<file path="src/design/apbx_defines.svh">
// Constants of the peripheral bus bridge: field positions and reset values
`ifndef APBX_DEFINES_SVH
`define APBX_DEFINES_SVH

// ****************************************
// Address decode
// ****************************************
// Lowest address bit of the peripheral index field
`define APBX_SEL_LSB 12

// ****************************************
// Reset values
// ****************************************
`define APBX_PADDR_RST 32'h0000_0000
`define APBX_PWDATA_RST 32'h0000_0000
`define APBX_PRDATA_RST 32'h0000_0000
`define APBX_PSEL_RST 32'h0000_0000

`endif

</file>
<file path="src/design/apbx_pkg.sv">
// Types used by the transfer sequencer of the peripheral bus bridge
`default_nettype none
package apbx_pkg;

    // ****************************************
    // Transfer state of the peripheral bus
    // ****************************************
    typedef enum logic [1:0] {
        APBX_IDLE   = 2'b00,
        APBX_SETUP  = 2'b01,
        APBX_ENABLE = 2'b10
    } apbx_state_e;

endpackage
`default_nettype wire

</file>
<file path="src/design/apbx_decode.sv">
// Address decoder turning an address into a one-hot peripheral select
`timescale 1ns/1ps
`default_nettype none
`include "apbx_defines.svh"

module apbx_decode #(
    parameter int ADDR_W = 32,
    parameter int NSEL   = 4
) (
    // Address in
    input  wire logic [ADDR_W-1:0] addr,
    // One-hot select out
    output logic      [NSEL-1:0]   sel
);

    localparam int IDX_W = (NSEL > 1) ? $clog2(NSEL) : 1;

    logic [IDX_W-1:0] idx;

    assign idx = addr[`APBX_SEL_LSB +: IDX_W];

    // ****************************************
    // Decode
    // ****************************************
    // Index values past NSEL select nothing, so at most one line is ever set
    always_comb begin
        sel = '0;
        for (int i = 0; i < NSEL; i++) begin
            sel[i] = (idx == IDX_W'(i));
        end
    end

endmodule
`default_nettype wire

</file>
<file path="src/design/apbx_rsp.sv">
// Answer register toward the system side: done pulse and captured read data
`timescale 1ns/1ps
`default_nettype none
`include "apbx_defines.svh"

module apbx_rsp #(
    parameter int DATA_W = 32
) (
    // Clock and reset
    input  wire logic              clock,
    input  wire logic              arst_n,
    // Transfer end from the sequencer, read data from the peripheral bus
    input  wire logic              done,
    input  wire logic              rd,
    input  wire logic [DATA_W-1:0] prdata,
    // Answer out
    output logic                   rsp_valid,
    output logic      [DATA_W-1:0] rsp_rdata
);

    typedef struct packed {
        logic              valid;
        logic [DATA_W-1:0] rdata;
    } apbx_rsp_s;

    apbx_rsp_s cur;
    apbx_rsp_s next_cur;

    // ****************************************
    // Capture
    // ****************************************
    // Registering the read data costs one cycle but keeps the path short
    always_comb begin
        next_cur       = cur;
        next_cur.valid = done;
        if (done && rd) begin
            next_cur.rdata = prdata;
        end
    end

    always_ff @(posedge clock or negedge arst_n) begin
        if (!arst_n) begin
            cur.valid <= 1'b0;
            cur.rdata <= DATA_W'(`APBX_PRDATA_RST);
        end else begin
            cur <= next_cur;
        end
    end

    assign rsp_valid = cur.valid;
    assign rsp_rdata = cur.rdata;

endmodule
`default_nettype wire

</file>
<file path="src/design/apbx_bridge.sv">
// Peripheral bus bridge: transfer sequencer, select decode and answer path
`timescale 1ns/1ps
`default_nettype none
`include "apbx_defines.svh"

module apbx_bridge #(
    parameter int ADDR_W = 32,
    parameter int DATA_W = 32,
    parameter int NSEL   = 4
) (
    // Clock and reset
    input  wire logic              clock,
    input  wire logic              arst_n,
    // System-side request
    input  wire logic              req_valid,
    output logic                   req_ready,
    input  wire logic              req_write,
    input  wire logic [ADDR_W-1:0] req_addr,
    input  wire logic [DATA_W-1:0] req_wdata,
    // System-side answer
    output logic                   rsp_valid,
    output logic      [DATA_W-1:0] rsp_rdata,
    // Peripheral bus
    output logic      [ADDR_W-1:0] paddr,
    output logic                   pwrite,
    output logic      [DATA_W-1:0] pwdata,
    output logic      [NSEL-1:0]   psel,
    output logic                   penable,
    input  wire logic [DATA_W-1:0] prdata
);

    // ****************************************
    // State
    // ****************************************
    typedef struct packed {
        apbx_pkg::apbx_state_e state;
        logic [ADDR_W-1:0]     paddr;
        logic                  pwrite;
        logic [DATA_W-1:0]     pwdata;
        logic [NSEL-1:0]       psel;
        logic                  penable;
    } apbx_mst_s;

    apbx_mst_s         cur;
    apbx_mst_s         next_cur;
    logic [NSEL-1:0]   dec_sel;
    logic              take;
    logic              done;

    // ****************************************
    // Address decode
    // ****************************************
    // latch and decode
    apbx_decode #(
        .ADDR_W (ADDR_W),
        .NSEL   (NSEL)
    ) u_decode (
        .addr (req_addr),
        .sel  (dec_sel)
    );

    // ****************************************
    // System-side handshake
    // ****************************************
    // slave toward system
    // A request is only taken where a new SETUP may follow, so no second
    // address register is needed; the requester simply waits during SETUP.
    assign req_ready = (cur.state == apbx_pkg::APBX_IDLE)
                    || (cur.state == apbx_pkg::APBX_ENABLE);
    assign take = req_valid && req_ready;

    assign done = (cur.state == apbx_pkg::APBX_ENABLE);

    // ****************************************
    // Transfer sequencer
    // ****************************************
    always_comb begin
        next_cur = cur;
        unique case (cur.state)
            apbx_pkg::APBX_IDLE: begin
                next_cur.psel    = '0;
                next_cur.penable = 1'b0;
                if (take) begin
                    next_cur.state = apbx_pkg::APBX_SETUP;
                end
            end
            apbx_pkg::APBX_SETUP: begin
                next_cur.state   = apbx_pkg::APBX_ENABLE;
                next_cur.penable = 1'b1;
            end
            apbx_pkg::APBX_ENABLE: begin
                next_cur.penable = 1'b0;
                if (take) begin
                    next_cur.state = apbx_pkg::APBX_SETUP;
                end else begin
                    next_cur.state = apbx_pkg::APBX_IDLE;
                    next_cur.psel  = '0;
                end
            end
            default: begin
                next_cur.state   = apbx_pkg::APBX_IDLE;
                next_cur.psel    = '0;
                next_cur.penable = 1'b0;
            end
        endcase
        if (take) begin
            next_cur.paddr  = req_addr;
            next_cur.pwrite = req_write;
            next_cur.psel   = dec_sel;
            if (req_write) begin
                next_cur.pwdata = req_wdata;
            end
        end
    end

    always_ff @(posedge clock or negedge arst_n) begin
        if (!arst_n) begin
            cur.state   <= apbx_pkg::APBX_IDLE;
            cur.paddr   <= ADDR_W'(`APBX_PADDR_RST);
            cur.pwrite  <= 1'b0;
            cur.pwdata  <= DATA_W'(`APBX_PWDATA_RST);
            cur.psel    <= NSEL'(`APBX_PSEL_RST);
            cur.penable <= 1'b0;
        end else begin
            cur <= next_cur;
        end
    end

    // ****************************************
    // Bus outputs
    // ****************************************
    // strobe straight from a flop
    assign paddr   = cur.paddr;
    assign pwrite  = cur.pwrite;
    assign pwdata  = cur.pwdata;
    assign psel    = cur.psel;
    assign penable = cur.penable;

    // ****************************************
    // Answer path
    // ****************************************
    // capture at end of enable
    apbx_rsp #(
        .DATA_W (DATA_W)
    ) u_rsp (
        .clock     (clock),
        .arst_n    (arst_n),
        .done      (done),
        .rd        (!cur.pwrite),
        .prdata    (prdata),
        .rsp_valid (rsp_valid),
        .rsp_rdata (rsp_rdata)
    );
endmodule
`default_nettype wire

</file>
<file path="config.mk">
export PLATFORM = sky130hd
export DESIGN_NAME = apbx_bridge
export DESIGN_NICKNAME = d
export VERILOG_FILES = /design/src/design/apbx_pkg.sv /design/src/design/apbx_decode.sv /design/src/design/apbx_rsp.sv /design/src/design/apbx_bridge.sv
export VERILOG_INCLUDE_DIRS = /design/src /design/src/design
export SDC_FILE = /design/constraint.sdc
export NUM_CORES = 1
export LEC_CHECK = 0
export BUFFER_PORTS_ARGS = -buffer_cell sky130_fd_sc_hd__buf_2
export CAP_MARGIN = 0
export CORE_MARGIN = 8
export CORE_UTILIZATION = 51
export CTS_CLUSTER_SIZE = 24
export DETAILED_ROUTE_END_ITERATION = 16
export GPL_TIMING_DRIVEN = 0
export PLACE_DENSITY = 0.85
export SKIP_CTS_REPAIR_TIMING = 1
export SLEW_MARGIN = 20
export SYNTH_ARGS = -nofsm -noshare
export SYNTH_HDL_FRONTEND = slang
export SYNTH_SLANG_ARGS = --single-unit
export TNS_END_PERCENT = 5
</file>
<file path="constraint.sdc">
create_clock -name clock -period 3.6 [get_ports clock]
set_input_delay 0.72 -clock clock [delete_from_list [all_inputs] [get_ports clock]]
set_output_delay 0.72 -clock clock [all_outputs]
set_load 0.005 [all_outputs]
</file>
# Word-level counts from Yosys, hierarchy flattened
# Cells that the tools add are included.
# totals
register_bits	105
in_bits	100
output_inout_bits	104
# classes
n_eq_ne	7
n_mux	6
reduce_logical	7
# op_table
op	n
$mux 4	2
$eq 2x2->1 const B	3
$pmux 2 s3	1
$eq 2x1->1 const B	2
$logic_not 2->1	2
$ne 2x2->1 const B	2
$logic_and 1x1->1	2
$mux 1	2
$mux 2	1
$reduce_and 2->1	1
$logic_not 1->1	1
$logic_or 1x1->1	1

# Depth between registers and ports, before layout
# depth
word_depth	5
ltp_mapped	5
ltp_nobuf	2

# Hierarchy
# From an unflattened synthesis, not the netlist that was laid out.
# hier_totals
hier_cells	297
area_unflattened_um2	4854.7
# by_module_without_submodules
mod	instances	cells_each	area_per_inst_um2
apbx_bridge	1	224	3458.3
apbx_rsp	1	69	1370.1
apbx_decode	1	4	26.3

# Least setup slack after synthesis
# OpenSTA, ideal clock, no wires.
# synth_path
kind	input-to-reg
start	input port req_valid
end	register paddr[0] (netlist name)
setup_time_ps	125
t_arrival_ps	1453
slack_ps	2022
path_stages	4
path_cell_list	nor2b_1 buf_6 buf_12 mux2_2
# synth_via
elab_chain_cells	1
# synth_lines
element	line_no	text
start: declaration	apbx_bridge.sv:15	input wire logic req_valid,
$logic_and 1x1->1	apbx_bridge.sv:70	assign take = req_valid && req_ready;
# Every way passes these cells.
# A chain may end at the register's enable or synchronous reset.

# Worst setup path in the final report
# layout_path
start	register cur[70] (netlist bit)
end	output port req_ready
# layout_via
elab_chain_cells	2
elab_cells_between_ends	3
# layout_lines
element	line_no	text
start: declaration	apbx_bridge.sv:44	apbx_mst_s cur;
start signal: assignment	apbx_bridge.sv:125	cur <= next_cur;
$eq 2x2->1 or $logic_not 2->1 (tied branches)	apbx_bridge.sv:69, apbx_bridge.sv:68	
$logic_or 1x1->1 *	apbx_bridge.sv:69	|| (cur.state == apbx_pkg::APBX_ENABLE);
end: declaration	apbx_bridge.sv:16	output logic req_ready,
# Every way passes the cells marked *; elsewhere a longest branch is shown, timed or not.

==> flow_summary_export.csv <==
group,metric,value,unit
status,status,"finished, final reports clean",
worst_setup_path,crit_end,"req_ready",
job,max_cap_violations,0,
clock_network,clock_path_buffers,2,
power_and_ir_drop,power_leakage,3.02,nW
clock_network,clkSinkCount,105,
drt,first_pass_iters,4,
sta,fmax,0.572,GHz
logic_synthesis,yosysSeqAreaShare,0.586,
drt,viasPerCell,4.61,
drt,vias,2877,
logic_synthesis,synth_cell_type_count,17,
worst_hold_path,min_path_type,"in -> async",
sta,rsz0062_at_grt,"false",
worst_setup_path,cp.required,2.88,ns
sta,fin_tns_setup,0,ns
worst_setup_path,regToRegSetupSlack,2.06,ns
clock_network,clkLatencyLatePin,0.35,ns
logic_synthesis,ys_top_cells_by_area,"dfrtp_1 (59%), mux2_2 (23%), buf_4 (11%)",
drt,wire_per_inst,15.8,um
power_and_ir_drop,p_int,2.39,mW
global_route,antenna_found_initial,0,
worst_setup_path,r2r_cells,4,
power_and_ir_drop,switching_share,0.254,
floorplanning,initial_utilization,0.519,
worst_setup_path,path_cells,"buf_6 > inv_1 > buf_2",
floorplanning,die-area,0.0120,mm^2
global_route,grt.overflow.total,0,
drt,first_iter_violations,84,
logic_synthesis,ys_ff_latch,105,
place,gp_congestion,0.716,
sta,skew,0.0153,ns
worst_setup_path,crit_type,"reg -> out",
sta,max_slew_margin,0.683,
cells_and_area,antenna_cells,0,
drt,antenna_left,0,
clock_network,cts_buffers,9,
floorplanning,die_y,110,um
logic_synthesis,synth_cells,297,
sta,hold_viol_final,0,
logic_synthesis,ys_warn_count,0,
global_route,grt_pass1_wl,15.4,mm
power_and_ir_drop,power_frac_seq,0.482,
floorplanning,coreArea,0.00864,mm^2
power_and_ir_drop,vdd_drop_max,349,uV
power_and_ir_drop,p_per_area,545,mW/mm^2
worst_setup_path,cp_slowest_cell,"dfrtp_1",
drt,drt-total-wl,9.84,mm
worst_setup_path,critPathLaunchType,"flip-flop",
cells_and_area,final_area,0.00589,mm^2
worst_setup_path,critPathArrivalTime,1.03,ns
cells_and_area,drive_above_1_share,0.756,
power_and_ir_drop,pwr-share-comb,0.268,
power_and_ir_drop,p_switching,0.815,mW
sta,setup_violations,0,
worst_setup_path,cp_max_fo,10,
worst_setup_path,end_kind,"output pin",
place,hpwl,7.97,mm
clock_network,cts_tree,"yes",
clock_network,clockRootBuffer,"clkbuf_8",
cells_and_area,syn_to_final_growth,31.4,%
place,io_buffers,203,
logic_synthesis,syn_avg_cell_area,15.1,um^2
drt,drcViolationCount,0,
worst_setup_path,max_stage_delay,0.38,ns
sta,min_period,1.75,ns
global_route,grt_max_degree,57,
floorplanning,row_count,34,
global_route,grt_pass1_vias,3149,
clock_network,h-tree-depth,3,
logic_synthesis,syn_nets,397,
clock_network,cts.clk_slew.worst_paths,0.10,ns
worst_setup_path,cp_top_family,"flip-flops",
power_and_ir_drop,clockPowerShare,0.250,
logic_synthesis,synth_top_area_frac,0.586,
worst_setup_path,r2r-end,"u_rsp.rsp_rdata[18]",
worst_setup_path,r2r-start,"cur[70]",
worst_setup_path,crit_start,"cur[70]",
place,place_area,0.00567,mm^2
sta,period_share,0.486,
floorplanning,io_pins,204,
logic_synthesis,yosysTopAreaCell,"dfrtp_1",
global_route,grt_usage,0.166,
floorplanning,die_x,110,um
sta,tightestPinTransition,0.476,ns
logic_synthesis,netlist_area,0.00448,mm^2
sta,final-max-slew-violation-count,0,
cells_and_area,fin_nets,612,
worst_setup_path,worstPathBufferInverterCount,3,
worst_setup_path,path_depth,3,
[stage by stage]
step | hold WS, ns | worst slack [ns] | std cells | power (mW) | utilization
floorplan | 0.424 | 2.02 | 297 | 2.03 | -
global placement | 0.466 | 0.738 | 608 | 2.41 | 0.653
detailed placement | 0.471 | 1.76 | 609 | 2.45 | 0.656
CTS | 0.283 | 1.82 | 624 | 3.26 | 0.682
global route | 0.295 | 1.78 | 624 | 3.39 | 0.682
finish | 0.283 | 1.85 | 624 | 3.21 | 0.682
[Yosys cell counts (all sizes together)]
| library cell | count |
|---|---|
| nor2 | 1 |
| nand3 | 1 |
| nor3b | 1 |
| nor2b | 4 |
| o21ai | 1 |
| o2bb2ai | 2 |
| a32o | 2 |
| nand3b | 2 |
| buf | 79 |
| mux2 | 96 |
| inv | 3 |
| dfrtp | 105 |
[flip-flops by register name, indices dropped and copies added, names as in the netlist]
signal,cells
cur,2
paddr,32
penable,1
psel,4
pwdata,32
pwrite,1
u_rsp.rsp_rdata,32
u_rsp.rsp_valid,1
[placed cells by master (no fill, tap or decap)]
cell,instances
nor3b_4,1
clkbuf_8,10
buf_12,3
nand3b_4,1
o21ai_0,1
nand3b_1,1
inv_6,2
buf_16,1
dfrtp_1,105
mux2_2,90
buf_4,68
buf_6,6
buf_2,205
bufinv_16,2
a32o_1,2
nor2b_1,4
o2bb2ai_1,2
nand3_1,1
inv_1,3
nor2_1,1
clkinvlp_4,1
mux2_1,6
[final cells by class]
type                       instances  area (um^2)
clock buffer                      10          138
fill                             662         2740
sequential                       105         2630
inverter                           3         11.3
clock inverter                     5         85.1
tap                              108          135
timing repair buffer             204         1050
multi-input combinational        110         1200
buffer                            79          642
[how the worst min path moves through the flow]
| stage | from | end | slack (ns) | cells past startpoint |
|---|---|---|---|---|
| 6_report | arst_n | u_rsp.rsp_rdata[23] | 0.28 | 1 |
| 5_1_grt | arst_n | u_rsp.rsp_rdata[30] | 0.30 | 1 |
| 4_1_cts | arst_n | u_rsp.rsp_rdata[23] | 0.28 | 1 |
| 3_5_place_dp | cur[71] | cur[71] | 0.47 | 1 |
| 3_3_place_gp | u_rsp.rsp_rdata[5] | u_rsp.rsp_rdata[5] | 0.47 | 1 |
| 2_1_floorplan | arst_n | cur[70] | 0.42 | 0 |
[per-layer routing]
layer,share of wire,GRT usage,vias up
met5,0,0,-
met4,0.014,0.0704,0
met3,0.10,0.0657,9
met2,0.53,0.289,110
met1,0.35,0.174,1392
li1,-,-,1366
[power by group through the flow]
stage | Clock, mW | Sequential [mW] | Combinational (mW)
global route | 0.873 | 1.58 | 0.935
detailed placement | 0 | 1.57 | 0.881
global placement | 0 | 1.55 | 0.852
finish | 0.804 | 1.55 | 0.858
CTS | 0.831 | 1.55 | 0.882
floorplan | 0 | 1.56 | 0.466
[cells by family after synthesis]
logic type	synth area share
AOI/OAI and AO/OA	0.00949
buffers and inverters	0.146
DFF	0.586
muxes	0.241
and+or+nand+nor	0.0179
[worst reg2reg max path: cells and delay by family, from the launching register on]
kind | cells | cell delay, ns
flip-flops | 1 | 0.38
buffers and inverters | 2 | 0.35
AND/OR/NAND/NOR | 1 | 0.35
multiplexers | 1 | 0.35
Power figures use the tool's default switching activity.
